--- src/logic/uie_pkg.sv ---
// constants for the usb in endpoint control block
package uie_pkg;
    // register indices (indexed usb register file)
    localparam logic [5:0] UIE_ADDR_CTRL_LOW = 6'h11;
    localparam logic [5:0] UIE_ADDR_CTRL_HIGH = 6'h12;
    localparam logic [5:0] UIE_ADDR_INDEX = 6'h0E;
    localparam logic [5:0] UIE_ADDR_STATUS = 6'h13;
    // control low bit positions
    localparam int UIE_LOW_PRDY = 0;
    localparam int UIE_LOW_NEMPTY = 1;
    localparam int UIE_LOW_UNDRN = 2;
    localparam int UIE_LOW_FLUSH = 3;
    localparam int UIE_LOW_STLSNT = 5;
    localparam int UIE_LOW_CLRTG = 6;
    // control high bit positions
    localparam int UIE_HIGH_DBUF = 7;
    localparam int UIE_HIGH_ISO = 6;
    localparam int UIE_HIGH_DIR = 5;
    localparam int UIE_HIGH_FTGL = 3;
    localparam int UIE_HIGH_SPLIT = 2;
    // writable bits of the high register; bits 4 and 1:0 read zero
    localparam logic [7:0] UIE_HIGH_WMASK = 8'hEC;
    localparam logic [7:0] UIE_HIGH_RESET = 8'h00;
    localparam logic [7:0] UIE_LOW_RESET = 8'h00;
    // flush completes after this many ns, rounded up to whole clock cycles
    localparam int UIE_FLUSH_NS = 20;
    localparam int UIE_CLK_NS = 10;
    localparam int UIE_FLUSH_CYC = (UIE_FLUSH_NS + UIE_CLK_NS - 1) / UIE_CLK_NS;
    // flush sequencer states
    typedef enum logic [1:0] {
        UIE_FL_IDLE = 2'b00,
        UIE_FL_BUSY = 2'b01,
        UIE_FL_DONE = 2'b10
    } uie_fl_state_t;
endpackage

--- src/logic/uie_in_endpoint.sv ---
// control and status logic for usb in endpoints behind an indexed register file
//
// Design decision made here: the address-and-strobe port.
`timescale 1ns/1ps
module uie_in_endpoint
    import uie_pkg::*;
#(
    parameter int NUM_EP = 2
) (
    // clock and reset
    input wire logic CLK,
    input wire logic RST_B,
    // register port
    input wire logic [5:0] ADDR,
    input wire logic [7:0] WDATA,
    input wire logic WR,
    input wire logic RD,
    output logic [7:0] RDATA,
    // packet engine events, qualified by EP_SEL except SOF_RCVD
    input wire logic [3:0] EP_SEL,
    input wire logic IN_TOKEN,
    input wire logic PKT_SENT,
    input wire logic ACK_RCVD,
    input wire logic STALL_SENT,
    input wire logic SOF_RCVD,
    // per-endpoint state towards the packet engine
    output logic [NUM_EP-1:0] PKT_AVAIL,
    output logic [NUM_EP-1:0] SEND_ZLP,
    output logic [NUM_EP-1:0] SEND_NAK,
    output logic [NUM_EP-1:0] DATA_PID1,
    output logic [NUM_EP-1:0] EP_IS_IN,
    output logic [NUM_EP-1:0] FIFO_UPPER,
    output logic [NUM_EP-1:0] EP_IRQ
);
    initial begin
        if (NUM_EP < 1 || NUM_EP > 15) begin
            $error("NUM_EP out of range");
        end
        // the flush counter is two bits wide
        if (UIE_FLUSH_CYC < 1 || UIE_FLUSH_CYC > 4) begin
            $error("flush time does not fit the flush counter");
        end
    end

    logic [3:0] index_ff;
    logic [7:0] high_ff [NUM_EP];
    logic [1:0] cnt_ff [NUM_EP];
    logic [NUM_EP-1:0] prdy_ff;
    logic [NUM_EP-1:0] hide_ff;
    logic [NUM_EP-1:0] undrn_ff;
    logic [NUM_EP-1:0] stl_ff;
    logic [NUM_EP-1:0] tgl_ff;
    logic [NUM_EP-1:0] flreq_ff;
    uie_fl_state_t fl_st_ff [NUM_EP];
    logic [1:0] fl_cnt_ff [NUM_EP];
    logic [7:0] low_rd [NUM_EP];

    // endpoint index register; endpoint n maps to index n, held in slot n-1
    always_ff @(posedge CLK or negedge RST_B) begin
        if (!RST_B) begin
            index_ff <= 4'h0;
        end else if (WR && ADDR == UIE_ADDR_INDEX) begin
            index_ff <= WDATA[3:0];
        end
    end

    genvar g;
    generate
        for (g = 0; g < NUM_EP; g++) begin : g_ep
            logic sel; // register access hits this endpoint
            logic ev; // packet engine event for this endpoint
            logic wl;
            logic wh;
            logic dbuf;
            logic iso;
            logic split;
            logic ftgl;
            logic flush_done;
            logic flush_go;
            logic load;
            logic sent;
            logic [1:0] cap;
            logic drop; // flush completion takes one packet
            logic irq_go; // a send that takes the ready flag down or empties the fifo
            logic [1:0] nxt_cnt;
            logic nxt_prdy;
            logic nxt_tgl;
            logic [7:0] low_img;
            assign sel = (index_ff == 4'(g + 1));
            assign ev = (EP_SEL == 4'(g + 1));
            assign wl = WR && sel && ADDR == UIE_ADDR_CTRL_LOW;
            assign wh = WR && sel && ADDR == UIE_ADDR_CTRL_HIGH;
            assign dbuf = high_ff[g][UIE_HIGH_DBUF];
            assign iso = high_ff[g][UIE_HIGH_ISO];
            assign split = high_ff[g][UIE_HIGH_SPLIT];
            assign ftgl = high_ff[g][UIE_HIGH_FTGL];
            assign cap = dbuf ? 2'd2 : 2'd1;
            assign sent = ev && PKT_SENT && cnt_ff[g] != 2'd0;
            assign flush_done = fl_st_ff[g] == UIE_FL_DONE;
            assign flush_go = wl && WDATA[UIE_LOW_FLUSH];
            // a load is a firmware ready write while room remains
            assign load = wl && WDATA[UIE_LOW_PRDY] && !prdy_ff[g] && cnt_ff[g] < cap;
            assign drop = flush_done && cnt_ff[g] != 2'd0 && !sent;
            assign irq_go = sent && (prdy_ff[g] || cnt_ff[g] == 2'd1);

            // high control register, only writable bits stored
            always_ff @(posedge CLK or negedge RST_B) begin
                if (!RST_B) begin
                    high_ff[g] <= UIE_HIGH_RESET;
                end else if (wh) begin
                    high_ff[g] <= WDATA & UIE_HIGH_WMASK;
                end
            end

            // next packet count: a stall empties the fifo, otherwise load adds
            // and send or flush take one away; a flush racing a send drops nothing
            always_comb begin
                nxt_cnt = cnt_ff[g];
                if (ev && STALL_SENT) begin
                    nxt_cnt = 2'd0;
                end else begin
                    nxt_cnt = cnt_ff[g] + 2'(load) - 2'(sent) - 2'(drop);
                end
            end

            // packet count in the fifo
            always_ff @(posedge CLK or negedge RST_B) begin
                if (!RST_B) begin
                    cnt_ff[g] <= 2'd0;
                end else begin
                    cnt_ff[g] <= nxt_cnt;
                end
            end

            // packet ready: set by firmware, cleared when taken or slot open
            always_comb begin
                nxt_prdy = prdy_ff[g];
                if ((ev && STALL_SENT) || flush_done) begin
                    nxt_prdy = 1'b0;
                end else if (load) begin
                    // with a second slot free the flag drops at once
                    nxt_prdy = !(dbuf && cnt_ff[g] == 2'd0);
                end else if (sent) begin
                    nxt_prdy = 1'b0;
                end else if (dbuf && prdy_ff[g] && cnt_ff[g] < cap) begin
                    nxt_prdy = 1'b0;
                end
            end

            // ready flag register
            always_ff @(posedge CLK or negedge RST_B) begin
                if (!RST_B) begin
                    prdy_ff[g] <= 1'b0;
                end else begin
                    prdy_ff[g] <= nxt_prdy;
                end
            end

            // update-on-frame hides the ready flag until the next sof
            always_ff @(posedge CLK or negedge RST_B) begin
                if (!RST_B) begin
                    hide_ff[g] <= 1'b0;
                end else if (SOF_RCVD) begin
                    hide_ff[g] <= 1'b0;
                end else if (wl && WDATA[UIE_LOW_PRDY] && iso && WDATA[1]) begin
                    hide_ff[g] <= 1'b1;
                end
            end

            // underrun: set wins over firmware clear
            always_ff @(posedge CLK or negedge RST_B) begin
                if (!RST_B) begin
                    undrn_ff[g] <= 1'b0;
                end else if (ev && IN_TOKEN && cnt_ff[g] == 2'd0) begin
                    undrn_ff[g] <= 1'b1;
                end else if (wl && !WDATA[UIE_LOW_UNDRN]) begin
                    undrn_ff[g] <= 1'b0;
                end
            end

            // sent-stall flag, set wins over clear
            always_ff @(posedge CLK or negedge RST_B) begin
                if (!RST_B) begin
                    stl_ff[g] <= 1'b0;
                end else if (ev && STALL_SENT) begin
                    stl_ff[g] <= 1'b1;
                end else if (wl && !WDATA[UIE_LOW_STLSNT]) begin
                    stl_ff[g] <= 1'b0;
                end
            end

            // data toggle sequencing; a clear write beats a same-cycle flip
            always_comb begin
                nxt_tgl = tgl_ff[g];
                if (wl && WDATA[UIE_LOW_CLRTG]) begin
                    nxt_tgl = 1'b0;
                end else if (ftgl && sent) begin
                    nxt_tgl = !tgl_ff[g];
                end else if (!ftgl && ev && ACK_RCVD) begin
                    nxt_tgl = !tgl_ff[g];
                end
            end

            // toggle register
            always_ff @(posedge CLK or negedge RST_B) begin
                if (!RST_B) begin
                    tgl_ff[g] <= 1'b0;
                end else begin
                    tgl_ff[g] <= nxt_tgl;
                end
            end

            // low register image; clear-toggle and the spare bits 4 and 7 read zero
            always_comb begin
                low_img = 8'h00;
                low_img[UIE_LOW_PRDY] = prdy_ff[g] && !hide_ff[g];
                low_img[UIE_LOW_NEMPTY] = cnt_ff[g] != 2'd0;
                low_img[UIE_LOW_UNDRN] = undrn_ff[g];
                low_img[UIE_LOW_FLUSH] = flreq_ff[g];
                low_img[UIE_LOW_STLSNT] = stl_ff[g];
            end
            assign low_rd[g] = low_img;

            // flush sequencer: bit reads 1 until the fixed flush time passes
            always_ff @(posedge CLK or negedge RST_B) begin
                if (!RST_B) begin
                    fl_st_ff[g] <= UIE_FL_IDLE;
                    fl_cnt_ff[g] <= 2'd0;
                    flreq_ff[g] <= 1'b0;
                end else begin
                    case (fl_st_ff[g])
                        UIE_FL_IDLE: begin
                            if (flush_go) begin
                                fl_st_ff[g] <= UIE_FL_BUSY;
                                fl_cnt_ff[g] <= 2'(UIE_FLUSH_CYC - 1);
                                flreq_ff[g] <= 1'b1;
                            end
                        end
                        UIE_FL_BUSY: begin
                            if (fl_cnt_ff[g] == 2'd0) begin
                                fl_st_ff[g] <= UIE_FL_DONE;
                            end else begin
                                fl_cnt_ff[g] <= fl_cnt_ff[g] - 2'd1;
                            end
                        end
                        UIE_FL_DONE: begin
                            fl_st_ff[g] <= UIE_FL_IDLE;
                            flreq_ff[g] <= 1'b0;
                        end
                        default: begin
                            fl_st_ff[g] <= UIE_FL_IDLE;
                            flreq_ff[g] <= 1'b0;
                        end
                    endcase
                end
            end

            // fifo state towards the packet engine
            always_ff @(posedge CLK or negedge RST_B) begin
                if (!RST_B) begin
                    PKT_AVAIL[g] <= 1'b0;
                    SEND_ZLP[g] <= 1'b0;
                    SEND_NAK[g] <= 1'b0;
                end else begin
                    PKT_AVAIL[g] <= cnt_ff[g] != 2'd0;
                    SEND_ZLP[g] <= iso && cnt_ff[g] == 2'd0;
                    SEND_NAK[g] <= !iso && cnt_ff[g] == 2'd0;
                end
            end

            // configuration and toggle towards the packet engine
            always_ff @(posedge CLK or negedge RST_B) begin
                if (!RST_B) begin
                    DATA_PID1[g] <= 1'b0;
                    EP_IS_IN[g] <= 1'b0;
                    FIFO_UPPER[g] <= 1'b0;
                end else begin
                    // direction only matters while the fifo is whole
                    DATA_PID1[g] <= tgl_ff[g];
                    EP_IS_IN[g] <= split || high_ff[g][UIE_HIGH_DIR];
                    FIFO_UPPER[g] <= split;
                end
            end

            // interrupt pulse; one cycle, since its cause is one cycle too
            always_ff @(posedge CLK or negedge RST_B) begin
                if (!RST_B) begin
                    EP_IRQ[g] <= 1'b0;
                end else begin
                    EP_IRQ[g] <= irq_go;
                end
            end
        end
    endgenerate

    // read mux, data valid the cycle after the strobe
    logic [7:0] rd_mux;
    always_comb begin
        rd_mux = 8'h00;
        if (ADDR == UIE_ADDR_INDEX) begin
            rd_mux = {4'h0, index_ff};
        end
        for (int i = 0; i < NUM_EP; i++) begin
            if (index_ff == 4'(i + 1)) begin
                if (ADDR == UIE_ADDR_CTRL_HIGH) begin
                    rd_mux = high_ff[i];
                end else if (ADDR == UIE_ADDR_CTRL_LOW) begin
                    rd_mux = low_rd[i];
                end
            end
        end
    end

    always_ff @(posedge CLK or negedge RST_B) begin
        if (!RST_B) begin
            RDATA <= 8'h00;
        end else if (RD) begin
            RDATA <= rd_mux;
        end else begin
            RDATA <= 8'h00;
        end
    end
endmodule

--- config.mk ---
export PLATFORM = sky130hd
export DESIGN_NAME = uie_in_endpoint
export DESIGN_NICKNAME = d
export VERILOG_FILES = /design/src/logic/uie_pkg.sv /design/src/logic/uie_in_endpoint.sv
export SDC_FILE = /design/constraint.sdc
export NUM_CORES = 1
export LEC_CHECK = 0
export BUFFER_PORTS_ARGS = -buffer_cell sky130_fd_sc_hd__buf_4
export CORE_MARGIN = 8
export CORE_UTILIZATION = 36
export DETAILED_ROUTE_END_ITERATION = 6
export HOLD_SLACK_MARGIN = 0.06
export PLACE_DENSITY_LB_ADDON = 0.15
export SYNTH_ARGS = -nofsm -noshare
export SYNTH_HDL_FRONTEND = slang
export SYNTH_SLANG_ARGS = --single-unit
--- constraint.sdc ---
create_clock -name CLK -period 3.4 [get_ports CLK]
set_input_delay 0.34 -clock CLK [delete_from_list [all_inputs] [get_ports CLK]]
set_output_delay 0.34 -clock CLK [all_outputs]
set_load 0.005 [all_outputs]
After elaboration in Yosys (flattened, before gate mapping)
Index checks and enable logic that the tools add are counted.
{ "word_totals": {"word_cells": 226, "regBits": 60} }
{ "classes": {"reduce_logical": 107, "n_lt_le_gt_ge": 2, "bitwise_logic": 2, "n_mux": 52, "add_sub_neg": 8, "eq_ne": 19} }
{ "op_table": {"columns": ["op", "count"], "rows": [
  ["logical AND 1 bit", 59],
  ["2-to-1 mux 8 bit", 7],
  ["2-to-1 mux 1 bit", 28],
  ["2-to-1 mux 2 bit", 10],
  ["nonzero test 2 bit", 10],
  ["logical NOT 1 bit", 16],
  ["case mux 2 bit (2 select lines)", 4],
  ["equality test 6 x 5 -> 1 bit (second input constant)", 2],
  ["logical NOT 2 bit", 6],
  ["inequality test 2 bit (second input constant)", 6],
  ["equality test 2 x 1 -> 1 bit (second input constant)", 4],
  ["equality test 4 x 1 -> 1 bit (second input constant)", 2],
  ["equality test 4 x 2 -> 1 bit (second input constant)", 2],
  ["AND reduction 2 bit", 4],
  ["nonzero test 4 bit", 2],
  ["subtractor 2 x 1 -> 2 bit", 4],
  ["equality test 6 x 4 -> 1 bit (second input constant)", 1],
  ["logical OR 1 bit", 6],
  ["AND reduction 3 bit", 2],
  ["nonzero test 3 bit", 2],
  ["adder 2 x 1 -> 2 bit", 2],
  ["equality test 2 bit (second input constant)", 2],
  ["less-than comparator 2 bit", 2],
  ["2-to-1 mux 4 bit", 1],
  ["other kinds (3)", 6]
]} }

Depth between registers and ports, before layout
{ "logic_depth": {"ltp_word": 10, "mapped_depth": 10, "ltp_nobuf": 10} }

Worst setup path after synthesis
No wires, ideal clock.
{ "synth_timing": {"path_kind": "register to register", "start": "register index_ff[0]", "end": "register cnt_ff[1] (netlist bit)", "setup_time_ns": 0.078, "path_slack_ns": 1.296, "period_less_slack_ns": 2.104, "arrival_time_ns": 2.027, "path_stages_with_launch": 9, "required_ns": 3.322, "n_path_buf": 0, "path_cell_list": "dfrtp_1 -> nor4b_4 -> and3_1 -> nand4_1 -> inv_1 -> ha_1 -> xor2_1 -> or4_1 -> a21boi_1"} }
{ "synth_between": {"elab_chain_cells": 10} }
{ "synth_lines": {"columns": ["item", "line_no", "source"], "rows": [
  ["start: declaration", "uie_in_endpoint.sv:45", "logic [3:0] index_ff;"],
  ["start signal: assignment", "uie_in_endpoint.sv:63", "index_ff <= WDATA[3:0];"],
  ["equality test 4 x 2 -> 1 bit", "uie_in_endpoint.sv:89", "assign sel = (index_ff == 4'(g + 1));"],
  ["logical AND 1 bit (2 in series)", "uie_in_endpoint.sv:91", "assign wl = WR && sel && ADDR == UIE_ADDR_CTRL_LOW;"],
  ["logical AND 1 bit (3 in series)", "uie_in_endpoint.sv:102", "assign load = wl && WDATA[UIE_LOW_PRDY] && !prdy_ff[g] && cnt_ff[g] < cap;"],
  ["adder 2 x 1 -> 2 bit", "uie_in_endpoint.sv:122", "nxt_cnt = cnt_ff[g] + 2'(load) - 2'(sent) - 2'(drop);"],
  ["subtractor 2 x 1 -> 2 bit (2 in series)", "uie_in_endpoint.sv:122", null],
  ["2-to-1 mux 2 bit", "uie_in_endpoint.sv:119", "if (ev && STALL_SENT) begin"],
  ["named net g_ep[1].nxt_cnt[1]", "uie_in_endpoint.sv:85", "logic [1:0] nxt_cnt;"],
  ["end signal: indexed assignment", "uie_in_endpoint.sv:131", "cnt_ff[g] <= nxt_cnt;"],
  ["end: declaration", "uie_in_endpoint.sv:47", "logic [1:0] cnt_ff [NUM_EP];"]
]} }
The timed path passes the listed nets, and every way through them passes these cells.
A chain may end at the register's enable or synchronous reset.

Worst setup path in the final report
Same ends and word-level chain as after synthesis.

==> impl_metrics.env <==
export IMPL_crit_type="register to register"
export IMPL_max_vdd_ir_drop_v=0.000237
export IMPL_overflow=0
export IMPL_synthTopCellsByArea="dfrtp_1 (51%), mux2_2 (6.2%), ha_1 (3.4%)"
export IMPL_place_inst=412
export IMPL_final_setup_tns_ns=0
export IMPL_synth_top_family_by_area="simple AND/OR/NAND/NOR gates"
export IMPL_antenna_left=0
export IMPL_core_rowCount=33
export IMPL_synth_top_area_share_pct=50.6
export IMPL_rsz0062_at_grt="false"
export IMPL_first_pass_iters=4
export IMPL_end_kind="register"
export IMPL_synthAdderAreaFrac_pct=3.43
export IMPL_post_route_period_util_pct=71.0
export IMPL_initial_core_util_pct=36.3
export IMPL_leakage_nw=1.67
export IMPL_synthCells=262
export IMPL_status="finished clean"
export IMPL_tritoncts="done"
export IMPL_hold_viol=0
export IMPL_place_worst_setup_slack_ns=0.949
export IMPL_drt_iter0_drc=56
export IMPL_rr_worst_depth=9
export IMPL_drive_above_1_share_pct=30.0
export IMPL_avgSynthCellArea_um2=11.1
export IMPL_core_um2=8050
export IMPL_port_buffers=46
export IMPL_dieHeight_um=106
export IMPL_cts_sinks=59
export IMPL_r2r_start="index_ff[0]$_DFFE_PN0P_"
export IMPL_min_period_ns=2.41
export IMPL_fp_dieW_um=106
export IMPL_cts_setup_buffers=0
export IMPL_holdBufCountCts=0
export IMPL_root_buffer="clkbuf_8"
export IMPL_diodes=0
export IMPL_ys_types=56
export IMPL_worstPathRequired_ns=3.66
export IMPL_ys_seq_area_share_pct=50.6
export IMPL_worst_setup_path_start_kind="register"
export IMPL_cts_buffer_depth=2
export IMPL_p_per_area_nw_per_um2=500
export IMPL_insertion_delay_ns=0.33
export IMPL_grt_first_pass_wirelength_mm=11.7
export IMPL_clkTransAtPathRegs_ns=0.07
export IMPL_via_per_inst=5.19
export IMPL_cp_data_arrival_time_ns=2.67
export IMPL_startpoint="index_ff[0]$_DFFE_PN0P_"
export IMPL_worst_slew_pin_slew_ns=0.742
export IMPL_cp_max_fo=14
export IMPL_finish_net_count=353
export IMPL_synth_nets=297
export IMPL_worstSetupEndpoint="cnt_ff[1]$_DFF_PN0_"
export IMPL_synth_mux_area_share_pct=6.51
export IMPL_synth_async_reset_ratio_pct=100
export IMPL_grt_max_degree=60
export IMPL_ys_seq_elements=59
export IMPL_r2r_setup_slack_ns=0.99
export IMPL_synth_edf_count=0
export IMPL_drt_wl_total_mm=7.13
export IMPL_synthSimpleGateAreaFrac_pct=22.0
export IMPL_finalSetupViolCount=0
export IMPL_dieArea_um2=11200
export IMPL_grt_pass1_vias=2299
export IMPL_fin_ws_ns=0.986
export IMPL_routedWlPerCell_um=16.7
export IMPL_dpl_hpwl_mm=5.32
export IMPL_synth_compound_area_share_pct=13.6
export IMPL_final_max_slew_viol_count=0
export IMPL_gp_congestion=0.786
export IMPL_htree_num_levels=3
export IMPL_layout_cells_non_filler=428
export IMPL_r2r_end="cnt_ff[1]$_DFF_PN0_"
export IMPL_yosysTopAreaCell="dfrtp_1"
export IMPL_antenna_found_initial=0
export IMPL_fin_skew_ns=0.00738
export IMPL_drc=0
export IMPL_cap_violations=0
export IMPL_postCtsResizedCells=0
export IMPL_min_path_type="input pin to async pin"
export IMPL_grt_usage_pct=13.1
export IMPL_fmax_mhz=414
export IMPL_vias=2221
export IMPL_yosysWarningCount=0
export IMPL_ys_dominant_reg_cell="dfrtp_1"
export IMPL_synth_xor_area_share_pct=1.20
export IMPL_syn_to_final_growth_pct=22.4
export IMPL_ios=49
export IMPL_synth_cell_area_um2=2920
export IMPL_relSlewSlack_pct=50.5
export IMPL_numCtsBuffers=9
## Yosys cell counts (2+ instances only)
master    instances
nor4b_2           2
o22ai_1           2
xor2_1            3
nand3_1          10
nor3b_1           3
mux2_2           16
nor2b_1           6
dfrtp_1          59
a21boi_1          2
a211oi_1          2
nand3b_1          2
nand4_1           4
nor2_1           16
o21a_1            3
o21ai_0           8
and3_1            5
inv_1            14
nor4b_4           4
or4_1             2
nand2b_1          4
a22oi_1           3
nand2_1          19
or2_2             2
o31ai_1           4
nand3_2           2
and3b_1           3
a21boi_0          3
buf_4             2
and2_1            4
a41oi_1           3
a21oi_1          14
nor3_1            5
ha_1              8
## layer usage
metal / share of wire [%] / vias to the layer above / GRT usage, %
li1: - / 1074 / -
met1: 44 / 1095 / 15.6
met2: 50 / 40 / 21.7
met3: 4.0 / 12 / 3.75
met4: 1.9 / 0 / 5.63
met5: 0 / - / 0
## critical path, cell delays in order (launching register included)
cell	delay, ns
dfrtp_1	0.45
nor4b_4	0.29
buf_4	0.25
and3_1	0.29
nand4_1	0.17
inv_1	0.09
ha_1	0.17
xor2_1	0.08
or4_1	0.41
a21boi_1	0.15
## logic make-up (layout without fill, tap and decap cells)
logic type / count (synthesis) / after routing
other: 1 / 1
buffers and inverters: 18 / 79
multiplexers: 17 / 17
flip-flops: 59 / 59
AND/OR/NAND/NOR: 98 / 98
adder cells (fa/ha/maj): 8 / 8
AO/OA/AOI/OAI: 57 / 57
XOR/XNOR: 4 / 4
## where the power goes
part           total [mW]  switching (mW)  internal (mW)
logic               0.356           0.195          0.161
registers           0.855          0.0654          0.790
clock network       0.577           0.278          0.299
## cell usage in the layout (no fill, tap or decap), types with 5 or more instances in the layout
cell type and count:
nor2b_1 6, nor2_1 16, nand3_1 10, mux2_2 16, inv_1 14, ha_1 8, buf_4 49, and3_1 5
nand2_1 19, a21oi_1 14, o21ai_0 8, clkbuf_8 11, dfrtp_1 59, nor3_1 5
## how the worst min path moves through the flow
stage	from	to	slack, ns	cells past startpoint
after floorplan	RST_B	DATA_PID1[0]$_DFF_PN0_	0.04	0
after global placement	tgl_ff[0]$_DFFE_PN0P_	DATA_PID1[0]$_DFF_PN0_	0.39	0
after detailed placement	tgl_ff[0]$_DFFE_PN0P_	DATA_PID1[0]$_DFF_PN0_	0.39	0
after CTS	RST_B	DATA_PID1[0]$_DFF_PN0_	0.10	1
after global routing	RST_B	DATA_PID1[0]$_DFF_PN0_	0.13	1
final	RST_B	DATA_PID1[0]$_DFF_PN0_	0.07	1
## sequential cells by signal (all words and copies together) (netlist names), 4 cells and up
signal / count
cnt_ff: 4
fl_cnt_ff: 4
fl_st_ff: 4
RDATA: 7
index_ff: 4
g_ep.low_img: 4
## through the flow
stage / instance area, µm² / power (mW) / hold slack [ns] / util (%)
3_5_place_dp: 3400 / 1.23 / 0.394 / 42.2
2_1_floorplan: 2920 / 1.05 / 0.0444 / -
6_report: 3570 / 1.79 / 0.0660 / 44.4
5_1_grt: 3570 / 1.89 / 0.127 / 44.4
3_3_place_gp: 3400 / 1.22 / 0.392 / 42.2
4_1_cts: 3570 / 1.81 / 0.103 / 44.4
## cell type report
class	count	area (µm²)
clock buffers	11	151
clock inverters	5	27.5
fillers	795	4480
inverters	14	52.6
multi-input cells	185	1370
flip-flops and latches	59	1480
well taps	105	131
repair buffers	49	368
(Power assumes the default switching activity.)
